`config.mk`:
```
export PLATFORM = sky130hd
export DESIGN_NAME = tp_mau_status_control
export DESIGN_NICKNAME = d
export VERILOG_FILES = /design/src/core/tp_mau_status_control.v /design/src/core/stretch_timer.v
export VERILOG_INCLUDE_DIRS = /design/src /design/src/core
export SDC_FILE = /design/constraint.sdc
export NUM_CORES = 1
export LEC_CHECK = 0
export BUFFER_PORTS_ARGS = -buffer_cell sky130_fd_sc_hd__clkbuf_2
export CAP_MARGIN = 20
export CORE_MARGIN = 2
export CORE_UTILIZATION = 50
export CTS_CLUSTER_SIZE = 14
export DETAILED_ROUTE_END_ITERATION = 8
export PLACE_DENSITY = 0.69
export REMOVE_ABC_BUFFERS = 1
export SKIP_LAST_GASP = 1
export SLEW_MARGIN = 10
export SYNTH_ARGS = -nofsm -noshare
export SYNTH_HDL_FRONTEND = slang
export SYNTH_SLANG_ARGS = --single-unit
```
`constraint.sdc`:
```
create_clock -name aclk -period 2.6 [get_ports aclk]
set_input_delay 0.52 -clock aclk [delete_from_list [all_inputs] [get_ports aclk]]
set_output_delay 0.52 -clock aclk [all_outputs]
set_load 0.02 [all_outputs]
```
`src/core/tp_mau_defs.vh`:
```
// constants for the twisted-pair status and control block
`ifndef TP_MAU_DEFS_VH
`define TP_MAU_DEFS_VH

// clock and timing, times in ms as chosen inside each window
`define CLK_HZ           25000000
`define CLK_PER_MS       (`CLK_HZ / 1000)
`define STRETCH_MS       40
`define STRETCH_CYCLES   (`CLK_PER_MS * `STRETCH_MS)
`define UNJAB_MS         500
`define UNJAB_CYCLES     (`CLK_PER_MS * `UNJAB_MS)
`define JABBER_MS        50
`define JABBER_CYCLES    (`CLK_PER_MS * `JABBER_MS)
`define LINK_LOSS_MS     100
`define LINK_LOSS_CYCLES (`CLK_PER_MS * `LINK_LOSS_MS)
`define LINK_PULSE_MS    16
`define LINK_PULSE_CYCLES (`CLK_PER_MS * `LINK_PULSE_MS)
`define LINK_PASS_PULSES 6
`define TIMER_W          24
`define PCNT_W           3

// register map, byte addresses
`define ADDR_W           8
`define REG_STATUS       8'h00
`define REG_IRQ_ENABLE   8'h04
`define REG_IRQ_CLEAR    8'h08
`define REG_CONTROL      8'h0C
`define REG_STATE        8'h10

// field positions and reset values
`define EV_COLLISION     0
`define EV_JABBER        1
`define EV_LINK_FAIL     2
`define EV_LINK_PASS     3
`define EV_POL_REVERSED  4
`define EV_W             5
`define CTL_LINK_TEST    0
`define CTL_POL_FIX      1
`define CONTROL_RESET    2'h3
`define RESP_OKAY        2'h0
`define RESP_SLVERR      2'h2

`endif

```
`src/core/tp_mau_status_control.v`:
```
// status and control logic of a twisted-pair attachment unit
//
// Decided for this implementation: the register addresses and the AXI4-Lite interface to the registers.
`timescale 1ns/1ns
`include "tp_mau_defs.vh"

module tp_mau_status_control #(
    parameter integer STRETCH_CYCLES    = `STRETCH_CYCLES,
    parameter integer UNJAB_CYCLES      = `UNJAB_CYCLES,
    parameter integer JABBER_CYCLES     = `JABBER_CYCLES,
    parameter integer LINK_LOSS_CYCLES  = `LINK_LOSS_CYCLES,
    parameter integer LINK_PULSE_CYCLES = `LINK_PULSE_CYCLES,
    parameter integer LINK_PASS_PULSES  = `LINK_PASS_PULSES,
    parameter integer TW                = `TIMER_W
) (
    input  wire              aclk,
    input  wire              aresetn,
    input  wire [`ADDR_W-1:0] awaddr,
    input  wire [2:0]        awprot,
    input  wire              awvalid,
    output reg               awready,
    input  wire [31:0]       wdata,
    input  wire [3:0]        wstrb,
    input  wire              wvalid,
    output reg               wready,
    output reg  [1:0]        bresp,
    output reg               bvalid,
    input  wire              bready,
    input  wire [`ADDR_W-1:0] araddr,
    input  wire [2:0]        arprot,
    input  wire              arvalid,
    output reg               arready,
    output reg  [31:0]       rdata,
    output reg  [1:0]        rresp,
    output reg               rvalid,
    input  wire              rready,
    output reg               irq,
    input  wire              power_down_reset_n,
    input  wire              do_active,
    input  wire              do_data,
    input  wire              rx_active,
    input  wire              rx_data,
    input  wire              rx_link_pulse,
    input  wire              rx_frame_end,
    input  wire              rx_pulse_inverted,
    input  wire              heartbeat_active,
    input  wire              low_threshold_select_n,
    input  wire              link_state_pin_in,
    output reg               link_state_pin_out,
    output reg               link_state_pin_oe,
    input  wire              polarity_state_pin_in,
    output reg               polarity_state_pin_out,
    output reg               polarity_state_pin_oe,
    output reg               col_n,
    output reg               receive_indicator_n,
    output reg               ci_pattern,
    output reg               tx_enable,
    output reg               tx_data,
    output reg               tx_link_pulse,
    output reg               di_enable,
    output reg               di_data
);

    localparam [TW-1:0] TONE       = {{(TW-1){1'b0}}, 1'b1};
    localparam [TW-1:0] JAB_LAST   = JABBER_CYCLES[TW-1:0] - TONE;
    localparam [TW-1:0] BEAT_LOAD  = LINK_PULSE_CYCLES[TW-1:0] - TONE;
    localparam [`PCNT_W-1:0] PASS_N = LINK_PASS_PULSES[`PCNT_W-1:0];
    localparam [`PCNT_W-1:0] PONE   = {{(`PCNT_W-1){1'b0}}, 1'b1};
    // one-hot link states
    localparam [1:0] LS_FAIL = 2'h1;
    localparam [1:0] LS_PASS = 2'h2;

    // unit logic clears on bus reset or power-down
    wire unit_rst = !aresetn || !power_down_reset_n;

    reg  [1:0]          link_st;
    reg  [`PCNT_W-1:0]  pulse_run;
    reg  [TW-1:0]       jab_cnt;
    reg  [TW-1:0]       beat_cnt;
    reg                 jabber;
    reg                 pol_inv;
    reg                 strap_taken;
    reg                 link_strap_off;
    reg                 pol_strap_off;
    reg                 collision_d;
    reg  [1:0]          control;
    reg  [`EV_W-1:0]    status;
    reg  [`EV_W-1:0]    irq_enable;
    reg                 aw_hold;
    reg                 w_hold;
    reg  [`ADDR_W-1:0]  aw_addr_q;
    reg  [31:0]         w_data_q;
    reg  [3:0]          w_strb_q;
    reg  [`EV_W-1:0]    next_status;
    reg  [31:0]         next_rdata;
    reg                 next_rerr;

    wire unjab_busy;
    wire col_busy;
    wire rcv_busy;
    wire link_alive;

    // link test runs unless strapped off or turned off by software
    wire link_test_on = !link_strap_off && control[`CTL_LINK_TEST];
    wire link_ok      = (link_st == LS_PASS);
    wire functional   = link_ok || !link_test_on;
    wire pol_fix_on   = !pol_strap_off && control[`CTL_POL_FIX];
    // paths are gated in link fail
    wire receiving    = rx_active && functional;
    wire collision    = do_active && rx_active && functional;
    wire col_cause    = collision || jabber;
    wire tx_go        = do_active && functional && !jabber;
    wire pol_seen     = (rx_link_pulse || rx_frame_end)
                        && rx_pulse_inverted;
    wire pol_event    = pol_seen && pol_fix_on && !pol_inv;
    wire fail_event   = link_ok && link_test_on && !link_alive;
    wire pass_event   = !link_ok && (rx_active ||
                        (rx_link_pulse && pulse_run == PASS_N - PONE));
    wire jab_event    = do_active && !jabber && jab_cnt == JAB_LAST;
    wire wr_fire      = aw_hold && w_hold && !bvalid;
    wire [`ADDR_W-1:0] wr_addr = {aw_addr_q[`ADDR_W-1:2], 2'h0};
    wire [`ADDR_W-1:0] rd_addr = {araddr[`ADDR_W-1:2], 2'h0};

    // retriggered timers for unjab, both stretches and link loss
    stretch_timer #(.CYCLES(UNJAB_CYCLES), .W(TW)) unjab_timer (
        .clk     (aclk),
        .clear   (unit_rst),
        .trigger (do_active),
        .busy    (unjab_busy)
    );

    stretch_timer #(.CYCLES(STRETCH_CYCLES), .W(TW)) col_timer (
        .clk     (aclk),
        .clear   (unit_rst),
        .trigger (col_cause),
        .busy    (col_busy)
    );

    stretch_timer #(.CYCLES(STRETCH_CYCLES), .W(TW)) rcv_timer (
        .clk     (aclk),
        .clear   (unit_rst),
        .trigger (receiving || collision),
        .busy    (rcv_busy)
    );

    stretch_timer #(.CYCLES(LINK_LOSS_CYCLES), .W(TW)) link_timer (
        .clk     (aclk),
        .clear   (unit_rst),
        .trigger (rx_link_pulse || rx_active),
        .busy    (link_alive)
    );

    // straps are read one cycle after release, before any pin drives
    always @(posedge aclk) begin
        if (unit_rst) begin
            strap_taken    <= 1'b0;
            link_strap_off <= 1'b0;
            pol_strap_off  <= 1'b0;
        end else if (!strap_taken) begin
            strap_taken    <= 1'b1;
            link_strap_off <= !link_state_pin_in;
            pol_strap_off  <= !polarity_state_pin_in;
        end
    end

    // link integrity: fail until data or enough consecutive pulses
    always @(posedge aclk) begin
        if (unit_rst) begin
            link_st   <= LS_FAIL;
            pulse_run <= {`PCNT_W{1'b0}};
        end else begin
            case (link_st)
                LS_FAIL: begin
                    if (pass_event) begin
                        link_st   <= LS_PASS;
                        pulse_run <= {`PCNT_W{1'b0}};
                    end else if (rx_link_pulse) begin
                        pulse_run <= pulse_run + PONE;
                    end else if (!link_alive) begin
                        pulse_run <= {`PCNT_W{1'b0}};
                    end
                end
                LS_PASS: begin
                    if (fail_event) begin
                        link_st <= LS_FAIL;
                    end
                end
                default: begin
                    link_st <= LS_FAIL;
                end
            endcase
        end
    end

    // jabber on overlong DO, left only after a full unjab idle gap
    always @(posedge aclk) begin
        if (unit_rst) begin
            jab_cnt <= {TW{1'b0}};
            jabber  <= 1'b0;
        end else begin
            if (!do_active) begin
                jab_cnt <= {TW{1'b0}};
            end else if (jab_cnt != JAB_LAST) begin
                jab_cnt <= jab_cnt + TONE;
            end
            if (jab_event) begin
                jabber <= 1'b1;
            end else if (jabber && !unjab_busy) begin
                jabber <= 1'b0;
            end
        end
    end

    // correction stays set until reset; no way back in service
    always @(posedge aclk) begin
        if (unit_rst) begin
            pol_inv <= 1'b0;
        end else if (pol_event && functional) begin
            pol_inv <= 1'b1;
        end
    end

    // beat pulses while the transmit pair is idle, link state ignored
    always @(posedge aclk) begin
        if (unit_rst || tx_go) begin
            beat_cnt      <= BEAT_LOAD;
            tx_link_pulse <= 1'b0;
        end else if (beat_cnt == {TW{1'b0}}) begin
            beat_cnt      <= BEAT_LOAD;
            tx_link_pulse <= 1'b1;
        end else begin
            beat_cnt      <= beat_cnt - TONE;
            tx_link_pulse <= 1'b0;
        end
    end

    // registered pins; all idle in power-down
    always @(posedge aclk) begin
        if (unit_rst) begin
            col_n                  <= 1'b1;
            receive_indicator_n    <= 1'b1;
            ci_pattern             <= 1'b0;
            tx_enable              <= 1'b0;
            tx_data                <= 1'b0;
            di_enable              <= 1'b0;
            di_data                <= 1'b0;
            link_state_pin_out     <= 1'b0;
            link_state_pin_oe      <= 1'b0;
            polarity_state_pin_out <= 1'b0;
            polarity_state_pin_oe  <= 1'b0;
            collision_d            <= 1'b0;
        end else begin
            col_n <= !(col_busy && !heartbeat_active);
            receive_indicator_n <= !rcv_busy;
            ci_pattern  <= col_cause;
            tx_enable   <= tx_go;
            tx_data     <= tx_go && do_data;
            // receive wins the DI pair; otherwise DO loops back
            di_enable   <= receiving || tx_go;
            di_data     <= receiving ? (rx_data ^ pol_inv)
                                     : (tx_go && do_data);
            link_state_pin_out     <= 1'b0;
            link_state_pin_oe      <= strap_taken && functional;
            polarity_state_pin_out <= 1'b0;
            polarity_state_pin_oe  <= strap_taken && !pol_inv;
            collision_d            <= collision;
        end
    end

    // sticky events; a new event beats a clear in the same cycle
    always @* begin
        next_status = status;
        if (wr_fire && wr_addr == `REG_IRQ_CLEAR && w_strb_q[0]) begin
            next_status = status & ~w_data_q[`EV_W-1:0];
        end
        next_status[`EV_COLLISION] = next_status[`EV_COLLISION]
                                     | (collision && !collision_d);
        next_status[`EV_JABBER]    = next_status[`EV_JABBER] | jab_event;
        next_status[`EV_LINK_FAIL] = next_status[`EV_LINK_FAIL] | fail_event;
        next_status[`EV_LINK_PASS] = next_status[`EV_LINK_PASS] | pass_event;
        next_status[`EV_POL_REVERSED] = next_status[`EV_POL_REVERSED]
                                        | (pol_event && functional);
    end

    // software registers and interrupt level
    always @(posedge aclk) begin
        if (!aresetn) begin
            status     <= {`EV_W{1'b0}};
            irq_enable <= {`EV_W{1'b0}};
            control    <= `CONTROL_RESET;
            irq        <= 1'b0;
        end else begin
            status <= power_down_reset_n ? next_status : {`EV_W{1'b0}};
            irq    <= |(next_status & irq_enable) && power_down_reset_n;
            if (wr_fire && w_strb_q[0]) begin
                if (wr_addr == `REG_IRQ_ENABLE) begin
                    irq_enable <= w_data_q[`EV_W-1:0];
                end
                if (wr_addr == `REG_CONTROL) begin
                    control <= w_data_q[1:0];
                end
            end
        end
    end

    // write channel: address and data taken in either order
    always @(posedge aclk) begin
        if (!aresetn) begin
            awready   <= 1'b0;
            wready    <= 1'b0;
            aw_hold   <= 1'b0;
            w_hold    <= 1'b0;
            aw_addr_q <= {`ADDR_W{1'b0}};
            w_data_q  <= 32'h0;
            w_strb_q  <= 4'h0;
            bvalid    <= 1'b0;
            bresp     <= `RESP_OKAY;
        end else begin
            if (!aw_hold && !awready && !bvalid) begin
                awready <= 1'b1;
            end
            if (!w_hold && !wready && !bvalid) begin
                wready <= 1'b1;
            end
            if (awvalid && awready) begin
                aw_hold   <= 1'b1;
                aw_addr_q <= awaddr;
                awready   <= 1'b0;
            end
            if (wvalid && wready) begin
                w_hold   <= 1'b1;
                w_data_q <= wdata;
                w_strb_q <= wstrb;
                wready   <= 1'b0;
            end
            if (wr_fire) begin
                aw_hold <= 1'b0;
                w_hold  <= 1'b0;
                bvalid  <= 1'b1;
                bresp   <= (wr_addr == `REG_IRQ_ENABLE ||
                            wr_addr == `REG_IRQ_CLEAR ||
                            wr_addr == `REG_CONTROL) ? `RESP_OKAY
                                                     : `RESP_SLVERR;
            end
            if (bvalid && bready) begin
                bvalid <= 1'b0;
            end
        end
    end

    // read mux; unmapped and write-only offsets read zero with error
    always @* begin
        next_rdata = 32'h0;
        next_rerr  = 1'b0;
        case (rd_addr)
            `REG_STATUS:     next_rdata[`EV_W-1:0] = status;
            `REG_IRQ_ENABLE: next_rdata[`EV_W-1:0] = irq_enable;
            `REG_CONTROL:    next_rdata[1:0] = control;
            `REG_STATE:      next_rdata[7:0] = {low_threshold_select_n,
                                 pol_strap_off, link_strap_off,
                                 !receive_indicator_n, !col_n, pol_inv,
                                 jabber, functional};
            default:         next_rerr = 1'b1;
        endcase
    end

    // read channel, answer one cycle after the address is taken
    always @(posedge aclk) begin
        if (!aresetn) begin
            arready <= 1'b0;
            rvalid  <= 1'b0;
            rdata   <= 32'h0;
            rresp   <= `RESP_OKAY;
        end else begin
            if (!arready && !rvalid) begin
                arready <= 1'b1;
            end
            if (arvalid && arready) begin
                arready <= 1'b0;
                rvalid  <= 1'b1;
                rdata   <= next_rdata;
                rresp   <= next_rerr ? `RESP_SLVERR : `RESP_OKAY;
            end else if (rvalid && rready) begin
                rvalid <= 1'b0;
            end
        end
    end

endmodule // tp_mau_status_control

```
`src/core/stretch_timer.v`:
```
// retriggerable hold timer that stretches an activity level
`timescale 1ns/1ns

module stretch_timer #(
    parameter integer CYCLES = 1000,
    parameter integer W      = 24
) (
    input  wire         clk,
    input  wire         clear,
    input  wire         trigger,
    output reg          busy
);

    localparam [W-1:0] ONE  = {{(W-1){1'b0}}, 1'b1};
    localparam [W-1:0] LOAD = CYCLES[W-1:0] - ONE;

    reg [W-1:0]         count;

    // reload on activity, then run down; busy falls about CYCLES later
    always @(posedge clk) begin
        if (clear) begin
            count <= {W{1'b0}};
            busy  <= 1'b0;
        end else if (trigger) begin
            count <= LOAD;
            busy  <= 1'b1;
        end else if (count != {W{1'b0}}) begin
            count <= count - ONE;
            busy  <= (count != ONE);
        end else begin
            busy  <= 1'b0;
        end
    end

endmodule // stretch_timer

```
# After elaboration in Yosys (flattened, before gate mapping)
# Cells that the tools add are included.
[word_totals]
register_bits = 215
out_inout_bits = 54
[op_classes]
add_sub_neg = 7
eq_ne = 18
muxes = 35
n_bitwise = 11
reduce_logical = 105
[op_table]
columns = ["op", "n"]
rows = [
  ["24-bit by 1-bit subtractor with 24-bit output (second input constant)", 5],
  ["24-bit by 1-bit inequality test with 1-bit output (second input constant)", 4],
  ["24-bit nonzero test", 4],
  ["20-bit two-way mux", 4],
  ["24-bit two-way mux", 2],
  ["22-bit two-way mux", 2],
  ["1-bit logical AND", 39],
  ["1-bit logical NOT", 25],
  ["24-bit by 1-bit adder with 24-bit output (second input constant)", 1],
  ["24-bit by 21-bit equality test with 1-bit output (second input constant)", 1],
  ["24-bit logical NOT", 1],
  ["24-bit by 21-bit inequality test with 1-bit output (second input constant)", 1],
  ["2-bit OR reduction", 11],
  ["6-bit by 2-bit equality test with 1-bit output (second input constant)", 3],
  ["1-bit two-way mux", 15],
  ["6-bit by 1-bit equality test with 1-bit output (second input constant)", 2],
  ["3-bit two-way mux", 4],
  ["2-bit nonzero test", 6],
  ["1-bit logical OR", 11],
  ["5-bit AND", 2],
  ["2-bit AND reduction", 5],
  ["3-bit one-hot mux with 3 select lines", 1],
  ["8-bit logical NOT", 1],
  ["2-bit two-way mux", 4],
  ["17 further kinds", 22],
]

# Longest topological paths before layout
# Gate-level depths: netlist of run 1.
[logic_depth]
word_depth = 10
depth_mapped = 9
ltp_nobuf = 7

# Cells and area by module
# Synthesis of run 1 repeated with hierarchy kept, for this count alone.
[hier_totals]
hier_cells = 1166
hier_area_um2 = 10306.1
[by_module_without_submodules]
columns = ["mod", "n_inst", "cells_each", "area_each_um2", "seq_area_each_um2"]
rows = [
  ["tp_mau_status_control", 1, 563, 5007.3, 2222.1],
  ["stretch_timer (col_timer ...)", 2, 150, 1327.5, 500.5],
  ["stretch_timer (link_timer)", 1, 158, 1336.3, 500.5],
  ["stretch_timer (unjab_timer)", 1, 145, 1307.5, 500.5],
]

# Worst setup path before layout of run 1
# No wires, ideal clock.
[synth_path]
path_type = "reg-to-reg"
startpoint = "register col_timer.count[2]"
endpoint = "register col_timer.count[20]"
t_arrival_ns = 2.378
setup_slack_ns = 0.161
stages_incl_launch_ff = 8
path_buffers = 2
synth_period_minus_slack_ns = 2.439
cell_sequence = "dfxtp_1 -> or4_1 -> clkbuf_2 -> or3_1 -> buf_6 -> or4_4 -> or4_1 -> nand2_1"
[synth_between]
elab_chain_cells = 1
word_cells_on_any_way = 2
classes_between = "1 x add/sub; 1 x reduce/logical"
[synth_rtl]
columns = ["element", "line", "source"]
rows = [
  ["from (decl)", "stretch_timer.v:17", "reg [W-1:0] count;"],
  ["from (signal assigned)", "stretch_timer.v:22", "count <= {W{1'b0}};"],
  ["from (signal assigned)", "stretch_timer.v:28", "count <= count - ONE;"],
  ["24-bit by 1-bit subtractor with 24-bit output or 24-bit nonzero test (tied branches)", "stretch_timer.v:28, stretch_timer.v:27", ""],
]
# Several ways; a longest one is shown, not always the timed one.
# A chain may end at the register's enable or synchronous reset.

# Worst setup path in the final report of run 1
[layout_path]
startpoint = "register col_timer.count[2]"
endpoint = "register col_timer.count[11]"
# The elaborated chain is that of the path after synthesis.

==> implementation parameters, run 1 <==
Parameter                              Value

Layout
  Filler-free cell count of the finished design ... approximately 1.5k
  Fillers ... about 1.7k
  Leading cell type in the layout, fill and taps excluded ... sky130_fd_sc_hd__dfxtp_1
  Signed area change from the synthesized netlist to the final layout ... 15.6%
  Post-route cell area ... about 11000 um2
  Nets ... approximately 1.3k
  Antenna cell count ... 0
  Commonest cells after routing, fill and taps aside ... sky130_fd_sc_hd__dfxtp_1, sky130_fd_sc_hd__nor2_1, sky130_fd_sc_hd__a21oi_1
  Fraction of layout cells with a size suffix above 1 ... ~13%

Setup path
  Slack of the worst reg-to-reg path ... 0.31 ns
  Required time at the endpoint of the critical path ... roughly 3.0 ns
  Critical path arrival ... 2.69 ns
  Cell family with most CP delay ... simple AND/OR/NAND/NOR gates
  CP Launch Type ... flop
  CP Capture Type ... flop
  Count of buffering cells on the critical path with inverters included ... 1
  Cell at the slowest stage of the critical path ... sky130_fd_sc_hd__or4_1
  Peak per-stage delay on the critical path ... about 0.54 ns
  Startpoint-to-endpoint class of the critical path ... reg2reg
  Worst-path cell chain ... or4_1 > or3_1 > buf_4 > a2111oi_0 > xnor2_1 > nor2_1
  Maximum net fanout on the critical path ... 9

Place
  DP Cell Count ... 1475
  Cell Area, Placed ... approximately 10000 um2
  Number of buffers inserted by port buffering ... 62
  Placed wire-length estimate after detailed placement ... between 15000 and 20000 um
  Placer Congestion ... a little under 0.9

Pwr
  Power density normalized to cell area ... around 1100 nW/um2
  Maximum VDD drop ... 1370 uV
  Leak ... around 4.3 nW

Floorplan
  Width of the die ... 144 um
  Site Rows ... 51
  Initial Utilization ... about half
  Floorplan die height ... 144 um
  Core area ... slightly below 20000 um2
  Number of top-level design ports ... 131
  Die Area ... roughly 21000 um2

Global route
  Initial antenna violation count ... 0
  Maximum number of pins on one net before global-route repair ... 35
  Number of global-route vias before repair ... 7646
  Global-route wire length before repair ... between 30000 and 40000 um
  Total congestion overflow ... 0
  Tot GR Track Use ... a little over a fifth

Yosys
  Dominant cells by area after synthesis ... sky130_fd_sc_hd__dfxtp_1, sky130_fd_sc_hd__nor2_1, sky130_fd_sc_hd__xor2_1, sky130_fd_sc_hd__a21oi_1, sky130_fd_sc_hd__xnor2_1
  Synth area leader ... sky130_fd_sc_hd__dfxtp_1
  Syn_area_per_cell ... approximately 8.5 um2
  Yosys warnings ... 0
  Top_reg_cell synth ... sky130_fd_sc_hd__dfxtp_1
  Area share of the largest cell type after synthesis ... 42.9%
  Number of enable-type register cells in the synthesized netlist ... 0
  Gate count after technology mapping ... 1158
  Distinct cell type count of the synthesized netlist ... 60
  Number of storage elements in the synthesis netlist ... ~210
  Fraction of registers with async set/reset ... 0%
  Sequential cell area fraction in the yosys report ... between 40% and 50%
  Synthesized cell area ... about 9800 um2

Drt
  Overall via count from detail_route ... around 8.4k
  DR pass1 iterations ... 5
  ANT nets after route ... 0
  Routed WL ... about 22000 um
  Wire length per cell after detailed routing ... ~15 um
  Post-route DRC violation count ... 0
  Number of design-rule violations left by the first detailed-router iteration ... approximately 420
  Post-DR vias/cell ... between 5 and 6

Timing
  Maximum clock frequency ... 0.436 GHz
  Worst relative slew slack ... between 50% and 60%
  Worst slew pin tran ... a little over 0.7 ns
  Max Transition Viols Final ... 0
  # setup viols final ... 0
  Total negative slack for setup checks ... 0 ns
  Clock Skews ... just under 0.03 ns
  RSZ-0062 raised after global routing ... no
  Final critical-path share of the clock period ... 88.2%
  Shortest clock period the worst path allows after layout ... 2.29 ns
  Final hold viol count ... 0

Clocking
  Bufs on Longest Clock Path ... 3
  Buffer type at the clock tree root ... sky130_fd_sc_hd__clkbuf_16
  Num CTS Buffers ... 24
  Sink Count ... approximately 210
  Clock tree from TritonCTS ... done
  Htree depth ... 1
  Post-CTS Hold Fix Bufs ... 0
  Latest clock arrival within the worst-skew pair ... between 0.5 and 0.6 ns
  Total of cells resized after clock tree synthesis ... 0
  Total setup buffers inserted after CTS ... 0
  Register clock-pin slew on the reported worst setup and hold paths ... ~0.06 ns

Run
  Max-capacitance violation count ... 0

Min path
  Path class of the lowest-slack min-delay path ... in2reg

Run status
  Result of the run ... finished clean
[through the flow]
stage / power, mW / setup WS, ns / util, % / hold slack [ns]
floorplan: 7.50 / -0.548 / - / 0.343
global placement: 8.78 / 0.324 / 54.0 / 0.357
detailed placement: 8.86 / 0.313 / 54.0 / 0.357
CTS: 12.7 / 0.304 / 58.6 / 0.186
global route: 13.5 / 0.134 / 58.6 / 0.202
finish: 12.7 / 0.306 / 58.6 / 0.209
[power breakdown]
group / switching [mW] / internal, mW / total [mW]
registers: 0.410 / 3.63 / 4.04
clock network: 1.33 / 2.45 / 3.79
logic: 2.78 / 2.09 / 4.87
total: 4.52 / 8.17 / 12.7
[cell type report]
type                       count  area [um2]  area share [%]
multi-input combinational    869        5210            45.8
sequential                   211        4220            37.1
clock buffer                  32         691            6.07
timing repair buffer          99         588            5.17
tap                          265         332            2.91
clock inverter                11         216            1.90
inverter                      31         116            1.02
[cells in the mapped netlist, drive strengths merged (2+ instances only)]
cell type	count
a211oi	5
a21boi	2
a21oi	89
a311oi	2
a31oi	21
and2	8
and3	7
and4	3
buf	34
clkbuf	40
dfxtp	211
ha	16
inv	31
mux2	6
mux2i	14
nand2	82
nand2b	15
nand3	42
nand3b	6
nand4	26
nand4b	7
nor2	130
nor2b	10
nor3	43
nor3b	4
nor4	38
nor4b	6
nor4bb	2
o2111ai	6
o211ai	16
o21a	5
o21ai	41
o311ai	2
o31a	4
o31ai	17
or2	6
or3	32
or4	26
xnor2	40
xor2	51
[metal layers]
layer | vias up | track usage (%) | wire length (um)
met4 | 0 | 5.83 | 518
met3 | 40 | 3.21 | 1030
met2 | 183 | 35.9 | 10200
met1 | 3890 | 28.2 | 10500
li1 | 4258 | - | -
met5 | - | 0 | 0
[logic make-up after synthesis]
group | synth area share (%)
simple gates | 26.3
compound gates | 13.3
flops | 42.9
buf+inv | 5.16
xor+xnor | 8.10
mux | 2.11
fa+ha+maj | 2.04
other cells | 0.0381
[path summary, 6_finish.rpt]
kind / start / to / cells after the start
setup / recovery: col_timer.count[2]$_SDFFE_PN0P_ / col_timer.count[11]$_SDFFE_PP0P_ / 6
hold / removal: heartbeat_active / col_n$_SDFF_PN1_ / 2
setup reg to reg: col_timer.count[2]$_SDFFE_PN0P_ / col_timer.count[11]$_SDFFE_PP0P_ / 6
hold reg to reg: rcv_timer.busy$_SDFF_PN0_ / receive_indicator_n$_SDFF_PN1_ / 1
[sequential cells by signal, indices dropped and copies added (netlist names), 3 cells and up]
name and count:
beat_cnt 24, col_timer.count 24, jab_cnt 24, link_timer.count 24, rcv_timer.count 24, unjab_timer.count 24, rdata 8, aw_addr_q 6
irq_enable 5, status 5, w_data_q 5, pulse_run 3
(Power assumes the default switching activity.)
==> inputs of run 2 (changes only) <==
--- a/config.mk
+++ b/config.mk
@@ -8,11 +8,14 @@
 export LEC_CHECK = 0
 export BUFFER_PORTS_ARGS = -buffer_cell sky130_fd_sc_hd__clkbuf_2
 export CAP_MARGIN = 20
+export CELL_PAD_IN_SITES_DETAIL_PLACEMENT = 0
+export CELL_PAD_IN_SITES_GLOBAL_PLACEMENT = 1
 export CORE_MARGIN = 2
-export CORE_UTILIZATION = 50
+export CORE_UTILIZATION = 39
 export CTS_CLUSTER_SIZE = 14
 export DETAILED_ROUTE_END_ITERATION = 8
-export PLACE_DENSITY = 0.69
+export GPL_TIMING_DRIVEN = 1
+export PLACE_DENSITY = 0.72
 export REMOVE_ABC_BUFFERS = 1
 export SKIP_LAST_GASP = 1
 export SLEW_MARGIN = 10
==> run 2 against run 1 <==
  * Final area is 0.11% lower
  * Setup slack worse by 0.033 ns
  * Wire length is 3.9% higher
  * Utilization is 13 points lower
  * Register-to-register slack worse by 0.03 ns
  * Via count is 1.2% lower
  * Highest routed layer unchanged
  * Die area is 27% higher
  * Global-route usage is 3.6 points lower
  * Largest cell class unchanged
  * Clock-buffer cell count is 1 lower
  * Critical path depth is 1 higher
  * Sequential share of layout area hardly changed
  * First-iteration DRC count is 1.4% higher
==> implementation parameters, run 2 (synthesized netlist as in run 1, its figures left out) <==
Parameter                              Value

Setup path
  Count of buffering cells on the critical path with inverters included ... 2
  Peak per-stage delay on the critical path ... approximately 0.55 ns
  Most used cell along the critical path ... sky130_fd_sc_hd__buf_4
  Worst-path cell chain ... or4_1 > or3_1 > buf_4 > o31ai_1 > buf_4 > or4_2 > nand2_1
  Required time at the endpoint of the critical path ... roughly 3.0 ns
  Startpoint-to-endpoint class of the critical path ... reg2reg
  Maximum net fanout on the critical path ... 9
  Cell at the slowest stage of the critical path ... sky130_fd_sc_hd__or4_1
  Critical path arrival ... around 2.8 ns
  Cells on worst reg2reg path ... 7
  Launching instance or port of the critical path ... col_timer.count[2]$_SDFFE_PN0P_
  Cell family with most CP delay ... simple AND/OR/NAND/NOR gates
  CP Capture Type ... flop
  CP Launch Type ... flop
  Worst flop-to-flop path startpoint ... col_timer.count[2]$_SDFFE_PN0P_
  Critical path depth in cells ... 7

Global route
  Top Usage Layer GRT ... met2
  Met1 layer usage reported by global route ... between 20% and 30%
  Tot GR Track Use ... 17.5%
  M3 GR Usage ... roughly 2.7%
  Global-route wire length before repair ... around 39000 um
  Total congestion overflow ... 0
  Maximum number of pins on one net before global-route repair ... 50
  Met2 track demand over resource ... between 20% and 30%
  Number of global-route vias before repair ... between 7k and 8k
  Initial antenna violation count ... 1

Drt
  Wire length per cell after detailed routing ... 14.6 um
  Overall via count from detail_route ... a little over 8k
  DR pass1 iterations ... 4
  Number of design-rule violations left by the first detailed-router iteration ... 430
  ANT nets after route ... 0
  Post-route DRC violation count ... 0
  Routed WL ... about 23000 um
  Post-DR vias/cell ... 5.23

Floorplan
  Die Area ... 26500 um2
  Core area ... 25000 um2
  Width of the die ... roughly 160 um
  Floorplan die height ... 163 um
  Number of top-level design ports ... around 130
  Site Rows ... between 50 and 60
  Initial Utilization ... between 30% and 40%

Pwr
  Power, Total ... roughly 12 mW
  Power density normalized to cell area ... 1080 nW/um2
  Maximum VDD drop ... 707 uV
  Leak ... ~4.3 nW

Clocking
  Bufs on Longest Clock Path ... 3
  Num CTS Buffers ... 24
  Sink Count ... ~210
  Register clock-pin slew on the reported worst setup and hold paths ... 0.06 ns
  Total of cells resized after clock tree synthesis ... 0
  Post-CTS Hold Fix Bufs ... 0
  Clock tree from TritonCTS ... done
  Latest clock arrival within the worst-skew pair ... about 0.53 ns
  Total setup buffers inserted after CTS ... 0
  Buffer type at the clock tree root ... sky130_fd_sc_hd__clkbuf_16
  Htree depth ... 1

Place
  Placed wire-length estimate after detailed placement ... between 15000 and 20000 um
  Cell Area, Placed ... 10600 um2
  Number of buffers inserted by port buffering ... just over 60
  Placer Congestion ... roughly 0.82
  Pre-CTS setup slack ... slightly below 0.3 ns

Layout
  Fillers ... between 2k and 2.5k
  Leading cell type in the layout, fill and taps excluded ... sky130_fd_sc_hd__dfxtp_1
  Post-route cell area ... between 10000 and 15000 um2
  Commonest cells after routing, fill and taps aside ... sky130_fd_sc_hd__dfxtp_1, sky130_fd_sc_hd__nor2_1, sky130_fd_sc_hd__a21oi_1
  Area used by multi-input combinational logic ... 5210 um2
  Signed area change from the synthesized netlist to the final layout ... 15.5%
  Fraction of layout cells with a size suffix above 1 ... 12.6%
  Storage cell area ... roughly 4200 um2
  Nets ... ~1.3k

Min path
  Worst Hold Launch ... heartbeat_active
  Hold Path Stages ... 2
  Path class of the lowest-slack min-delay path ... in2reg

Timing
  # setup viols final ... 0
  Worst relative slew slack ... between 50 and 60%
  Maximum clock frequency ... 0.430 GHz
  Worst slew pin tran ... between 0.6 and 0.7 ns
  Worst-case hold slack ... 0.179 ns
  Final hold viol count ... 0
  Final critical-path share of the clock period ... around nine tenths
  Max Transition Viols Final ... 0
  Shortest clock period the worst path allows after layout ... approximately 2.3 ns
  RSZ-0062 raised after global routing ... no
  Clock Skews ... between 0.02 and 0.03 ns
  Worst setup margin ... roughly 0.27 ns

Run
  Max-capacitance violation count ... 0

Run status
  Result of the run ... finished clean
run 2: changes by cell type in the layout (fill, tap and decap cells not counted), sizes merged:
cell	before	now
bufinv	6	3
clkbuf	94	93
clkinvlp	0	1
diode	0	1
run 2: final timing paths:
kind | endpoint | slack [ns]
min reg2reg | receive_indicator_n$_SDFF_PN1_ | 0.38
max reg2reg | col_timer.count[6]$_SDFFE_PP0P_ | 0.27
min | col_n$_SDFF_PN1_ | 0.18
max | col_timer.count[6]$_SDFFE_PP0P_ | 0.27
run 2: cell type report:
cell class / instances / share of cell area (%)
Clock buffer: 31 / 5.96
Sequential cell: 211 / 37.2
Inverter: 31 / 1.02
Tap cell: 330 / 3.63
Timing Repair Buffer: 99 / 5.18
Antenna cell: 1 / 0.0220
Multi-Input combinational cell: 869 / 45.8
Clock inverter: 9 / 1.18
run 2: power breakdown:
part           switching [mW]  total, mW  internal (mW)
clock                    1.34       3.46           2.12
combinational            2.74       4.79           2.05
sequential              0.407       4.04           3.63
total                    4.49       12.3           7.80
run 2: stage by stage:
stage | utilization, % | instances | TNS [ns]
floorplan | - | 1111 | -18.48
global placement | 42.3 | 1540 | 0
detailed placement | 42.3 | 1540 | 0
CTS | 45.5 | 1580 | 0
global route | 45.5 | 1580 | 0
finish | 45.5 | 1581 | 0
run 2: per-layer routing:
| metal | vias to the layer above | part of all wire [%] |
|---|---|---|
| met5 | - | 0 |
| met4 | 0 | 1.3 |
| met3 | 21 | 4.5 |
| met2 | 144 | 44 |
| met1 | 3850 | 50 |
| li1 | 4259 | - |
==> inputs of run 3 (changes only) <==
--- a/config.mk
+++ b/config.mk
@@ -6,16 +6,18 @@
 export SDC_FILE = /design/constraint.sdc
 export NUM_CORES = 1
 export LEC_CHECK = 0
+export ABC_AREA = 1
+export ABC_CLOCK_PERIOD_IN_PS = 2600
 export BUFFER_PORTS_ARGS = -buffer_cell sky130_fd_sc_hd__clkbuf_2
 export CAP_MARGIN = 20
 export CELL_PAD_IN_SITES_DETAIL_PLACEMENT = 0
 export CELL_PAD_IN_SITES_GLOBAL_PLACEMENT = 1
 export CORE_MARGIN = 2
-export CORE_UTILIZATION = 39
+export CORE_UTILIZATION = 38
 export CTS_CLUSTER_SIZE = 14
 export DETAILED_ROUTE_END_ITERATION = 8
 export GPL_TIMING_DRIVEN = 1
-export PLACE_DENSITY = 0.72
+export PLACE_DENSITY = 0.73
 export REMOVE_ABC_BUFFERS = 1
 export SKIP_LAST_GASP = 1
 export SLEW_MARGIN = 10
==> run 3 against run 2 <==
  * Register-to-register slack improved by 0.29 ns
  * Critical path depth rose by 1
  * Die area rose by 11%
  * Sequential power barely moved
  * Combinational power rose by 20%
  * Critical endpoint is now col_timer.count[8]$_SDFFE_PP0P_
  * Clock power rose by 15%
==> implementation parameters, run 3 <==
Parameter                              Value

Run status
  Result of the run ... finished clean

Clocking
  Post-CTS Hold Fix Bufs ... 0
  Buffer type at the clock tree root ... sky130_fd_sc_hd__clkbuf_16
  Clock tree from TritonCTS ... done
  Htree depth ... 1
  Bufs on Longest Clock Path ... 3
  Latest clock arrival within the worst-skew pair ... 0.53 ns
  Sink Count ... 211
  Total of cells resized after clock tree synthesis ... 0
  Num CTS Buffers ... 26
  Total setup buffers inserted after CTS ... 0
  Register clock-pin slew on the reported worst setup and hold paths ... roughly 0.060 ns

Layout
  Filler-free cell count of the finished design ... between 2k and 2.5k
  Fillers ... between 3k and 4k
  Signed area change from the synthesized netlist to the final layout ... 14.9%
  Fraction of layout cells with a size suffix above 1 ... around an eighth
  Nets ... approximately 1.7k
  Final core utilization ... roughly 44%
  Commonest cells after routing, fill and taps aside ... sky130_fd_sc_hd__nand2_1, sky130_fd_sc_hd__nor2_1, sky130_fd_sc_hd__dfxtp_1
  Leading cell type in the layout, fill and taps excluded ... sky130_fd_sc_hd__nand2_1

Run
  Max-capacitance violation count ... 0

Yosys
  Gate count after technology mapping ... 1554
  Main combinational cell family by area after synthesis ... simple AND/OR/NAND/NOR gates
  Synthesized cell area ... about 11000 um2
  Area share of the largest cell type after synthesis ... approximately two fifths
  Post-Synth Adder-Cell Area ... between 1.5 and 2%
  Yosys warnings ... 0
  Distinct cell type count of the synthesized netlist ... 44
  Top_reg_cell synth ... sky130_fd_sc_hd__dfxtp_1
  Syn_area_per_cell ... about 6.9 um2
  Synth area leader ... sky130_fd_sc_hd__dfxtp_1
  Share of the synthesized area in compound gates (AO/OA/AOI/OAI) ... about a tenth
  Portion of netlist area occupied by mux cells ... 0%
  Top-count cell post-synth ... sky130_fd_sc_hd__nand2_1
  Fraction of registers with async set/reset ... 0%
  Dominant cells by area after synthesis ... sky130_fd_sc_hd__dfxtp_1, sky130_fd_sc_hd__nand2_1, sky130_fd_sc_hd__nor2_1, sky130_fd_sc_hd__inv_1, sky130_fd_sc_hd__a21oi_1
  Sequential cell area fraction in the yosys report ... between 30% and 40%
  Number of storage elements in the synthesis netlist ... between 200 and 250
  Most numerous cell types in the synthesized netlist ... sky130_fd_sc_hd__nand2_1, sky130_fd_sc_hd__nor2_1, sky130_fd_sc_hd__dfxtp_1, sky130_fd_sc_hd__inv_1, sky130_fd_sc_hd__a21oi_1
  Number of enable-type register cells in the synthesized netlist ... 0
  Xor and xnor area share after synthesis ... 4.50%
  Simple-gate share of the synthesized area ... approximately 36%

Floorplan
  Initial Utilization ... 38.5%
  Floorplan die height ... approximately 170 um
  Site Rows ... slightly above 60
  Core area ... approximately 28000 um2
  Width of the die ... 172 um
  Number of top-level design ports ... ~130
  Die Area ... approximately 30000 um2

Global route
  Initial antenna violation count ... 1
  Maximum number of pins on one net before global-route repair ... 34
  Number of global-route vias before repair ... around 9.2k
  Total congestion overflow ... 0
  Global-route wire length before repair ... approximately 45000 um
  Tot GR Track Use ... 18.8%

Timing
  Maximum clock frequency ... slightly below 0.5 GHz
  RSZ-0062 raised after global routing ... no
  Worst relative slew slack ... between 50 and 60%
  Worst-case hold slack ... ~0.17 ns
  Final hold viol count ... 0
  Max Transition Viols Final ... 0
  Final critical-path share of the clock period ... between 70% and 80%
  Worst slew pin tran ... roughly 0.7 ns
  # setup viols final ... 0
  Worst setup margin ... ~0.56 ns
  Clock Skews ... between 0.009 and 0.01 ns
  Shortest clock period the worst path allows after layout ... 2.04 ns

Drt
  Routed WL ... roughly 27000 um
  Post-route DRC violation count ... 0
  Post-DR vias/cell ... 4.69
  ANT nets after route ... 0
  Number of design-rule violations left by the first detailed-router iteration ... roughly 600
  DR pass1 iterations ... 7
  Overall via count from detail_route ... ~9.5k
  Wire length per cell after detailed routing ... around 13 um

Pwr
  Power, Total ... about 14 mW
  Maximum VDD drop ... approximately 1100 uV
  Leak ... between 5 and 6 nW
  Power density normalized to cell area ... 1120 nW/um2

Place
  DP Cell Count ... approximately 2.0k
  Placer Congestion ... 0.886
  Placed wire-length estimate after detailed placement ... approximately 20000 um
  Pre-CTS setup slack ... about 0.38 ns
  Number of buffers inserted by port buffering ... 62

Setup path
  CP Capture Type ... flop
  Required time at the endpoint of the critical path ... approximately 3.0 ns
  Maximum net fanout on the critical path ... 12
  Critical path arrival ... roughly 2.5 ns
  Startpoint-to-endpoint class of the critical path ... reg2reg
  CP Launch Type ... flop

Min path
  Path class of the lowest-slack min-delay path ... in2reg
run 3: cells by family (layout without fill, tap and decap cells):
| family | count (synthesis) | in the layout |
|---|---|---|
| AO/OA/AOI/OAI | 188 | 188 |
| XOR/XNOR | 55 | 55 |
| adder cells (fa/ha/maj) | 16 | 16 |
| buffers and inverters | 208 | 277 |
| flip-flops | 211 | 211 |
| other | 1 | 29 |
| AND/OR/NAND/NOR | 875 | 875 |
run 3: path summary, 6_finish.rpt:
check | start | end | slack [ns] | cells past startpoint
worst max-delay path | link_st[0]$_SDFFE_PN1P_ | col_timer.count[8]$_SDFFE_PP0P_ | 0.56 | 8
worst min-delay path | polarity_state_pin_in | pol_strap_off$_SDFFE_PN0N_ | 0.17 | 2
worst max register to register | link_st[0]$_SDFFE_PN1P_ | col_timer.count[8]$_SDFFE_PP0P_ | 0.56 | 8
worst min register to register | rcv_timer.busy$_SDFF_PN0_ | receive_indicator_n$_SDFF_PN1_ | 0.37 | 1
run 3: area by class of cell:
type	instances	area, um2	area share (%)
sequential	211	4220	34.4
clock buffer	31	711	5.78
inverter	153	574	4.67
tap	378	473	3.85
antenna	1	2.50	0.0204
clock inverter	17	238	1.93
multi-input combinational	1162	5660	46.0
timing repair buffer	76	415	3.38
run 3: power breakdown:
group	leakage [nW]	switching, mW	internal [mW]
clock network	0.474	1.44	2.54
registers	1.72	0.371	3.65
logic	3.29	3.68	2.06
run 3: critical path: stages (launching register included):
cell and delay, ns:
sky130_fd_sc_hd__dfxtp_1 0.30, sky130_fd_sc_hd__inv_1 0.04, sky130_fd_sc_hd__nand2_1 0.10, sky130_fd_sc_hd__inv_1 0.09, sky130_fd_sc_hd__nor2_4 0.26, sky130_fd_sc_hd__nor2_4 0.12
sky130_fd_sc_hd__a21oi_4 0.37, sky130_fd_sc_hd__nand2_1 0.38, sky130_fd_sc_hd__nor3_1 0.27
run 3: per-layer routing:
layer  GRT usage, %  wire length, um  vias up
met5              0                0        -
met4           5.01              699        0
met3           2.99             1170       44
met2           31.3            12300      160
met1           25.3            13200     4218
li1               -                -     5090
run 3: through the flow:
step / TNS [ns] / area (um2)
floorplan: -4.58 / 10500
global placement: 0 / 11300
detailed placement: 0 / 11300
CTS: 0 / 12300
global route: 0 / 12300
finish: 0 / 12300
